File: config.mk
export PLATFORM = sky130hd
export DESIGN_NAME = ofrw_top
export DESIGN_NICKNAME = d
export VERILOG_FILES = /design/src/ofrw_delay_timer.v /design/src/ofrw_top.v
export VERILOG_INCLUDE_DIRS = /design/src
export SDC_FILE = /design/constraint.sdc
export NUM_CORES = 1
export LEC_CHECK = 0
export ABC_AREA = 1
export BUFFER_PORTS_ARGS = -buffer_cell sky130_fd_sc_hd__buf_2
export CAP_MARGIN = 5
export CORE_AREA = 2 2 113 115
export DETAILED_ROUTE_END_ITERATION = 10
export DIE_AREA = 0 0 115 117
export GPL_TIMING_DRIVEN = 0
export PLACE_DENSITY_LB_ADDON = 0.1
export REMOVE_ABC_BUFFERS = 1
export SYNTH_ARGS = -nofsm -noshare
export SYNTH_HDL_FRONTEND = slang
export SYNTH_SLANG_ARGS = --single-unit
File: constraint.sdc
create_clock -name core_clk -period 2.4 [get_ports core_clk]
set_input_delay 0.48 -clock core_clk [delete_from_list [all_inputs] [get_ports core_clk]]
set_output_delay 0.48 -clock core_clk [all_outputs]
set_load 0.02 [all_outputs]
File: src/ofrw_defines.vh
// constants for the fault retry sequencer and output warning limits
`ifndef OFRW_DEFINES_VH
`define OFRW_DEFINES_VH
`define OFRW_CMD_OV_WARN     8'h42
`define OFRW_CMD_UV_WARN     8'h43
`define OFRW_CMD_UV_RESP     8'h45
`define OFRW_CMD_TIME_UNIT   8'hd2
`define OFRW_RESP_HI         7
`define OFRW_RESP_LO         6
`define OFRW_RETRY_HI        5
`define OFRW_RETRY_LO        3
`define OFRW_DELAY_HI        2
`define OFRW_DELAY_LO        0
`define OFRW_RESP_IGNORE     2'h0
`define OFRW_RESP_DELAY      2'h1
`define OFRW_RESP_SHUTDOWN   2'h2
`define OFRW_RESP_WHILE      2'h3
`define OFRW_RETRY_NONE      3'h0
`define OFRW_RETRY_FOREVER   3'h7
`define OFRW_OV_WARN_RST     16'hffff
`define OFRW_UV_WARN_RST     16'h0000
`define OFRW_UV_RESP_RST     8'h80
`define OFRW_TIME_UNIT_RST   8'h01
// one delay time unit is this many ns per count in the time-unit register, rounded up to whole core_clk cycles
`define OFRW_UNIT_NS         1000
`define OFRW_CLK_NS          25
`define OFRW_UNIT_CYC        ((`OFRW_UNIT_NS + `OFRW_CLK_NS - 1) / `OFRW_CLK_NS)
`endif

File: src/ofrw_delay_timer.v
// delay timer counting decoded delay time units
`timescale 1ns/1ps
`include "ofrw_defines.vh"
module ofrw_delay_timer (
  // clock and reset
  input  wire        core_clk,
  input  wire        rst,
  // control
  input  wire        start,
  input  wire [2:0]  delay_code,
  input  wire [7:0]  unit_len,
  // status
  output reg         done_r
);
  reg [5:0]  tick_r;
  reg [7:0]  sub_r;
  reg [7:0]  units_r;
  reg        run_r;
  wire       tick_end = (tick_r == `OFRW_UNIT_CYC - 1);
  wire       sub_end  = tick_end && (sub_r + 8'h01 >= unit_len);

  // power-of-two decode of the delay field
  function [7:0] dec_units;
    input [2:0] code;
    begin
      dec_units = 8'h01 << code;
    end
  endfunction

  always @(posedge core_clk) begin
    if (rst) begin
      tick_r  <= 6'h00;
      sub_r   <= 8'h00;
      units_r <= 8'h00;
      run_r   <= 1'b0;
      done_r  <= 1'b0;
    end else begin
      done_r <= 1'b0;
      if (start) begin
        // first tick is one cycle short: the done pulse is taken a cycle late, so the
        // next start lands exactly one period after this one
        tick_r  <= 6'h01;
        sub_r   <= 8'h00;
        units_r <= dec_units(delay_code) - 8'h01;
        run_r   <= 1'b1;
      end else if (run_r) begin
        tick_r <= tick_end ? 6'h00 : tick_r + 6'h01;
        if (sub_end) begin
          sub_r <= 8'h00;
          if (units_r == 8'h00) begin
            run_r  <= 1'b0;
            done_r <= 1'b1;
          end else begin
            units_r <= units_r - 8'h01;
          end
        end else if (tick_end) begin
          sub_r <= sub_r + 8'h01;
        end
      end
    end
  end
endmodule

File: src/ofrw_top.v
// fault response retry sequencer with output voltage warning limit registers
// Notes on behaviour
// - retry codes 1 to 6 give exactly that many restart attempts after a fault shutdown.
// - once all permitted restarts fail the output stays off until the fault is cleared.
// - restart attempts start one delay count times the time unit apart.
// - retry code 7 retries without limit until turned off, bias loss or another fault.
// - delay field values 0 to 7 decode to 1, 2, 4 up to 128 time units.
// - the delay count is the run-on time after a fault or the gap between restarts by mode.
// - the length of one time unit comes from the register at command 0xd2.
// - command 0x42 is a 16-bit read/write over-voltage warning threshold.
// - command 0x43 is a 16-bit read/write under-voltage warning threshold.
// - response 0 ignores, 1 runs on then retries, 2 shuts down then retries, 3 follows fault.
// - retry code 0 never restarts and code 1 restarts once.
// - status clear, clear-faults, reset, off then on, or bias loss clear a latched fault.
`timescale 1ns/1ps
`include "ofrw_defines.vh"
module ofrw_top (
  // clock and reset
  input  wire        core_clk,
  input  wire        rst,
  // register port from the management bus decoder
  input  wire [7:0]  cmd_code,
  input  wire        wr_stb,
  input  wire [15:0] wr_data,
  input  wire        rd_stb,
  output reg  [15:0] rd_data_r,
  output reg         rd_valid_r,
  output reg         rd_err_r,
  // power stage
  input  wire        fault_in,
  input  wire        other_fault,
  input  wire        restart_ok,
  input  wire        output_on_req,
  input  wire        bias_ok,
  input  wire        clear_faults,
  input  wire        status_clear,
  input  wire [15:0] vout_meas,
  output reg         output_en_r,
  output reg         fault_latched_r,
  output reg         restarting_r,
  output reg         ov_warn_r,
  output reg         uv_warn_r
);
  localparam [2:0] ST_RUN   = 3'd0;
  localparam [2:0] ST_RUNON = 3'd1;
  localparam [2:0] ST_WAIT  = 3'd2;
  localparam [2:0] ST_TRY   = 3'd3;
  localparam [2:0] ST_LATCH = 3'd4;
  localparam [2:0] ST_HOLD  = 3'd5;

  reg [15:0] ov_warn_lim_r;
  reg [15:0] uv_warn_lim_r;
  reg [7:0]  resp_r;
  reg [7:0]  unit_r;
  reg [2:0]  state_r;
  reg [2:0]  state_nxt;
  reg [2:0]  tries_r;
  reg        on_req_d_r;
  reg        tmr_start;
  wire       tmr_done;

  wire [1:0] mode       = resp_r[`OFRW_RESP_HI:`OFRW_RESP_LO];
  wire [2:0] retry_code = resp_r[`OFRW_RETRY_HI:`OFRW_RETRY_LO];
  wire [2:0] delay_code = resp_r[`OFRW_DELAY_HI:`OFRW_DELAY_LO];
  // an off-to-on cycle of the output request also clears a latched fault
  wire       cycle_on   = output_on_req && !on_req_d_r;
  wire       fault_clr  = status_clear || clear_faults || cycle_on || !bias_ok;
  wire       cmd_off    = !output_on_req || !bias_ok || other_fault;
  wire       more_tries = (retry_code == `OFRW_RETRY_FOREVER) || (tries_r < retry_code);

  ofrw_delay_timer u_timer (
    .core_clk   (core_clk),
    .rst        (rst),
    .start      (tmr_start),
    .delay_code (delay_code),
    .unit_len   (unit_r),
    .done_r     (tmr_done)
  );

  // registers
  always @(posedge core_clk) begin
    if (rst) begin
      ov_warn_lim_r <= `OFRW_OV_WARN_RST;
      uv_warn_lim_r <= `OFRW_UV_WARN_RST;
      resp_r        <= `OFRW_UV_RESP_RST;
      unit_r        <= `OFRW_TIME_UNIT_RST;
    end else if (wr_stb) begin
      if (cmd_code == `OFRW_CMD_OV_WARN) begin
        ov_warn_lim_r <= wr_data;
      end else if (cmd_code == `OFRW_CMD_UV_WARN) begin
        uv_warn_lim_r <= wr_data;
      end else if (cmd_code == `OFRW_CMD_UV_RESP) begin
        resp_r <= wr_data[7:0];
      end else if (cmd_code == `OFRW_CMD_TIME_UNIT) begin
        unit_r <= wr_data[7:0];
      end
    end
  end

  always @(posedge core_clk) begin
    if (rst) begin
      rd_data_r  <= 16'h0000;
      rd_valid_r <= 1'b0;
      rd_err_r   <= 1'b0;
    end else begin
      rd_valid_r <= rd_stb;
      rd_err_r   <= 1'b0;
      rd_data_r  <= 16'h0000;
      if (rd_stb) begin
        if (cmd_code == `OFRW_CMD_OV_WARN) begin
          rd_data_r <= ov_warn_lim_r;
        end else if (cmd_code == `OFRW_CMD_UV_WARN) begin
          rd_data_r <= uv_warn_lim_r;
        end else if (cmd_code == `OFRW_CMD_UV_RESP) begin
          rd_data_r <= {8'h00, resp_r};
        end else if (cmd_code == `OFRW_CMD_TIME_UNIT) begin
          rd_data_r <= {8'h00, unit_r};
        end else begin
          rd_err_r <= 1'b1;
        end
      end
    end
  end

  // fault sequencer
  always @* begin
    state_nxt = state_r;
    tmr_start = 1'b0;
    case (state_r)
      ST_RUN: begin
        if (fault_in && output_on_req && bias_ok) begin
          if (mode == `OFRW_RESP_DELAY) begin
            state_nxt = ST_RUNON;
            tmr_start = 1'b1;
          end else if (mode == `OFRW_RESP_SHUTDOWN) begin
            state_nxt = ST_WAIT;
            tmr_start = 1'b1;
          end else if (mode == `OFRW_RESP_WHILE) begin
            state_nxt = ST_HOLD;
          end
        end
      end
      ST_RUNON: begin
        if (!fault_in) begin
          state_nxt = ST_RUN;
        end else if (tmr_done) begin
          state_nxt = ST_WAIT;
          tmr_start = 1'b1;
        end
      end
      ST_WAIT: begin
        if (!more_tries) begin
          state_nxt = ST_LATCH;
        end else if (tmr_done) begin
          state_nxt = ST_TRY;
          tmr_start = 1'b1;
        end
      end
      ST_TRY: begin
        // the gap timer keeps running from the start of this attempt
        if (restart_ok) begin
          state_nxt = ST_RUN;
        end else if (tmr_done) begin
          // an attempt that has not come up by the end of its gap has failed
          if (more_tries) begin
            tmr_start = 1'b1;
          end else begin
            state_nxt = ST_LATCH;
          end
        end
      end
      ST_LATCH: begin
        if (fault_clr) begin
          state_nxt = ST_RUN;
        end
      end
      ST_HOLD: begin
        if (!fault_in) begin
          state_nxt = ST_RUN;
        end
      end
      default: begin
        state_nxt = ST_RUN;
      end
    endcase
    if ((state_r == ST_WAIT || state_r == ST_TRY) && cmd_off) begin
      state_nxt = ST_LATCH;
      tmr_start = 1'b0;
    end
  end

  always @(posedge core_clk) begin
    if (rst) begin
      state_r         <= ST_RUN;
      tries_r         <= 3'h0;
      // idle level of the on request is on, so no false off-to-on edge follows reset
      on_req_d_r      <= 1'b1;
      output_en_r     <= 1'b0;
      fault_latched_r <= 1'b0;
      restarting_r    <= 1'b0;
    end else begin
      state_r    <= state_nxt;
      on_req_d_r <= output_on_req;
      if (state_nxt == ST_RUN || state_nxt == ST_LATCH) begin
        tries_r <= 3'h0;
      end else if (tmr_start && state_nxt == ST_TRY && tries_r != 3'h7) begin
        tries_r <= tries_r + 3'h1;
      end
      output_en_r <= output_on_req && bias_ok &&
                     (state_nxt == ST_RUN || state_nxt == ST_RUNON || state_nxt == ST_TRY);
      fault_latched_r <= (state_nxt == ST_LATCH);
      // low in the cycle each attempt begins, so back-to-back attempts show as separate pulses
      restarting_r    <= (state_nxt == ST_TRY) && !tmr_start;
    end
  end

  // warnings
  always @(posedge core_clk) begin
    if (rst) begin
      ov_warn_r <= 1'b0;
      uv_warn_r <= 1'b0;
    end else begin
      ov_warn_r <= (vout_meas > ov_warn_lim_r);
      uv_warn_r <= (vout_meas < uv_warn_lim_r);
    end
  end
endmodule

==> results.tsv <==
stage	metric	value	unit
worst_setup_path	cell at the slowest stage of the critical path	dfxtp_4	
layout	post-layout util	0.554	
floorplanning	# IOs	74	
drt	final wirelength	14.5	mm
timing	RSZ-0062 raised after global routing	true	
global_routing	initial antenna violation count	0	
cts	# clock sinks	102	
global_routing	largest net degree at the start of global routing	33	
cts	Clock Latency Late Sink	0.36	ns
drt	Vias/cell	5.26	
pwr	Clk pwr share	0.423	
worst_setup_path	r2r startpoint	u_timer.sub_r[1]	
outcome	status	finished clean	
synth	YS warnings	0	
floorplanning	initial cell density of the core	0.437	
drt	Final ANT Viol Nets	0	
layout	Filler cells	1152	
hold_path	Min-Delay Path Class	in2reg	
synth	number of synthesized register bits	102	
drt	WL met3	619	um
global_routing	first-pass GRT wire length	22.9	mm
worst_setup_path	Worst Path Required	2.65	ns
pwr	total chip power	3.70	mW
worst_setup_path	CP startpoint	u_timer.sub_r[1]	
synth	Mapped Cells	715	
timing	relative slew slack	0.421	
worst_setup_path	CP Class	reg2reg	
global_routing	vias in the first global route	4706	
timing	clock period minus final worst setup slack	2.39	ns
layout	layout cell share with drive strength beyond 1	0.262	
cts	Root Driver	clkbuf_16	
synth	top cells by count, synth	104 x nand2_1, 102 x dfxtp_1, 98 x inv_1	
timing	Worst-Margin Slew	0.864	ns
layout	sequential cell area	0.00206	mm^2
synth	Main synth FF type	dfxtp_1	
drt	via count	5068	
synth	top-count cell post-synth	nand2_1	
drt	DRC	0	
timing	Final period util	0.998	
timing	Setup Skew	0.00635	ns
cts	total CTS buffers	9	
cts	clock slew seen by the registers of the worst setup and hold paths	0.07	ns
layout	area delta synth->final	26.8	%
worst_setup_path	Worst Path Arrival	2.64	ns
placed_design	IO Port Bufs	73	
worst_setup_path	Largest stage delay, worst path	0.38	ns
synth	EDFF count, synth	0	
pwr	internal power	2.78	mW
drt	DR iter-0 viols	352	
worst_setup_path	Max FO, Critical Path	6	
cts	CTS Buffer Depth	2	
timing	Hold Fails Final Rpt	0	
placed_design	GPL Wtd Cong	0.851	
global_routing	GRT Total Usage	0.219	
pwr	switching share of total power	0.249	
pwr	Leak	3.02	nW
timing	FMAX	418	MHz
layout	antenna cells	0	
synth	Yosys top cell by area	dfxtp_1	
layout	Multi-input gate area	0.00320	mm^2
floorplanning	die height	117	um
cts	H-Tree Depth	3	
worst_setup_path	Critical Path Start Type	flop	
synth	post-synthesis async set-or-reset flop share	0	
run	Max-Cap Viols	0	
layout	layout net count	907	
floorplanning	die width	115	um
timing	count of pins over their slew limit	0	
synth	area share of the largest cell type after synthesis	0.380	
drt	WL met2	6.34	mm
drt	Routed wire per std cell	15.0	um
timing	final hold slack	0.322	ns
drt	wire length on met1	7.31	mm
pwr	Power per Cell Area	542	mW/mm^2
synth	synth top area cells	dfxtp_1 38%, ha_1 11%, a21oi_1 8.5%, nand2_1 7.3%, inv_1 6.8%	
worst_setup_path	Top cell by count, worst path	nand3_2	
layout	post-route cell area	0.00682	mm^2
floorplanning	num rows	41	
pwr	Seq pwr share	0.467	
placed_design	Detailed Place HPWL	9.89	mm
synth	syn_area_per_cell	7.52	um^2
floorplanning	core footprint	0.0123	mm^2
drt	Pre-Repair DR Iteration Count	4	
worst_setup_path	CP endpoint kind	flop	
placed_design	pre-CTS setup slack	-1.20	ns
pwr	Switch Pwr	0.921	mW
synth	register area share after synthesis	0.380	
synth	mapped cell area	0.00538	mm^2
synth	Distinct cells, synth	48	
timing	setup violators final	0	
worst_setup_path	CP Cell Sequence	nand2_4, nor2_4, nand3_2, buf_4, xor2_1, inv_1, ha_4, nand2_2, nor2_4, nand4_1, o2111ai_4, nand3_2, nand2_4, buf_6, nand3_2, nand2_1, nor2_1	
pwr	Logic pwr share	0.110	
global_routing	GRT Residual Overflow	0	
placed_design	Area after DPL	0.00585	mm^2
hold_path	min-delay src	output_on_req	
drt	DR top layer	met4	
pwr	VDD IR max	310	uV
floorplanning	DIE AREA	0.0135	mm^2
timing	setup ws final	0.00525	ns
cts	cts hold-fix bufs	0	
cts	TritonCTS clock tree	yes	
-- cell families after synthesis --
group / after synthesis / share of synthesized area
simple gates: 229 / 0.195
compound gates: 203 / 0.214
buf+inv: 128 / 0.0923
flops: 102 / 0.380
fa+ha+maj: 47 / 0.109
xor+xnor: 6 / 0.00977
-- worst max-delay path, delay by kind of cell, from the launching register on --
family          cells  cell delay [ns]
xor+xnor            1             0.11
compound gates      1             0.13
buf+inv             3             0.37
fa+ha+maj           1             0.28
simple gates       11             1.00
flops               1             0.38
-- cell usage in the layout, fill, tap and decap left out, drive strengths merged, types with 3 or more instances in the layout --
cell | Yosys | routed
nor3b | 3 | 3
xor2 | 4 | 4
nand4 | 11 | 11
o2111ai | 4 | 4
a31oi | 6 | 6
a211oi | 5 | 5
nor4 | 5 | 5
inv | 103 | 102
dfxtp | 102 | 102
clkinvlp | 0 | 3
clkbuf | 17 | 9
buf | 6 | 104
a22oi | 5 | 5
o22ai | 3 | 3
clkinv | 2 | 7
nor2 | 50 | 50
o21ai | 72 | 72
nand3 | 33 | 33
a21oi | 93 | 93
nor3 | 12 | 12
ha | 47 | 47
o221ai | 5 | 5
nand2 | 111 | 111
-- worst paths after layout --
| check | to | slack, ns | cells past startpoint |
|---|---|---|---|
| setup reg to reg | u_timer.units_r[3] | 0.005 | 17 |
| hold reg to reg | rd_data_r[9] | 0.47 | 2 |
| hold / removal | on_req_d_r | 0.32 | 3 |
| setup / recovery | u_timer.units_r[3] | 0.005 | 17 |
-- what timing repair did --
item | in CTS | in global routing
setup buffers | 20 | 11
gates cloned | 1 | 1
setup endpoints to repair | 52 | 23
pin swaps | 26 | 25
endpoints found under the hold margin | 0 | 0
resized for setup | 54 | 42
-- through the flow --
| step | setup TNS [ns] | cells |
|---|---|---|
| floorplan | 0 | 692 |
| global placement | -42.18 | 915 |
| detailed placement | -34.66 | 916 |
| CTS | -0.180 | 952 |
| global route | -1.16 | 964 |
| finish | 0 | 964 |
-- final cells by class --
| cell class | count | area share |
|---|---|---|
| clock inverter | 7 | 0.0130 |
| inverter | 105 | 0.0591 |
| multi-input combinational | 485 | 0.469 |
| clock buffer | 9 | 0.0330 |
| timing repair inverter | 2 | 0.00147 |
| sequential | 102 | 0.301 |
| timing repair buffer | 104 | 0.0955 |
| tap | 150 | 0.0275 |
-- routing by layer --
metal  GRT usage  vias to the layer above
met3      0.0355                       16
met2       0.335                      113
met5           0                        -
met4      0.0707                        0
met1       0.316                     2325
li1            -                     2614
-- flip-flops by register name (all words and copies together) (netlist names) --
name / flops
fault_latched_r: 1
on_req_d_r: 1
output_en_r: 1
ov_warn_lim_r: 16
ov_warn_r: 1
rd_data_r: 16
rd_err_r: 1
rd_valid_r: 1
resp_r: 8
restarting_r: 1
state_r: 3
tries_r: 3
u_timer.done_r: 1
u_timer.run_r: 1
u_timer.sub_r: 8
u_timer.tick_r: 6
u_timer.units_r: 8
unit_r: 8
uv_warn_lim_r: 16
uv_warn_r: 1
-- power groups by stage --
stage / sequential (mW) / clock (mW) / combinational (mW)
after floorplan: 1.77 / 0 / 0.206
after global placement: 1.77 / 0 / 0.333
after detailed placement: 1.77 / 0 / 0.340
after CTS: 1.73 / 1.59 / 0.380
after global routing: 1.73 / 1.66 / 0.451
final: 1.73 / 1.57 / 0.407
Power figures use the tool's default switching activity.
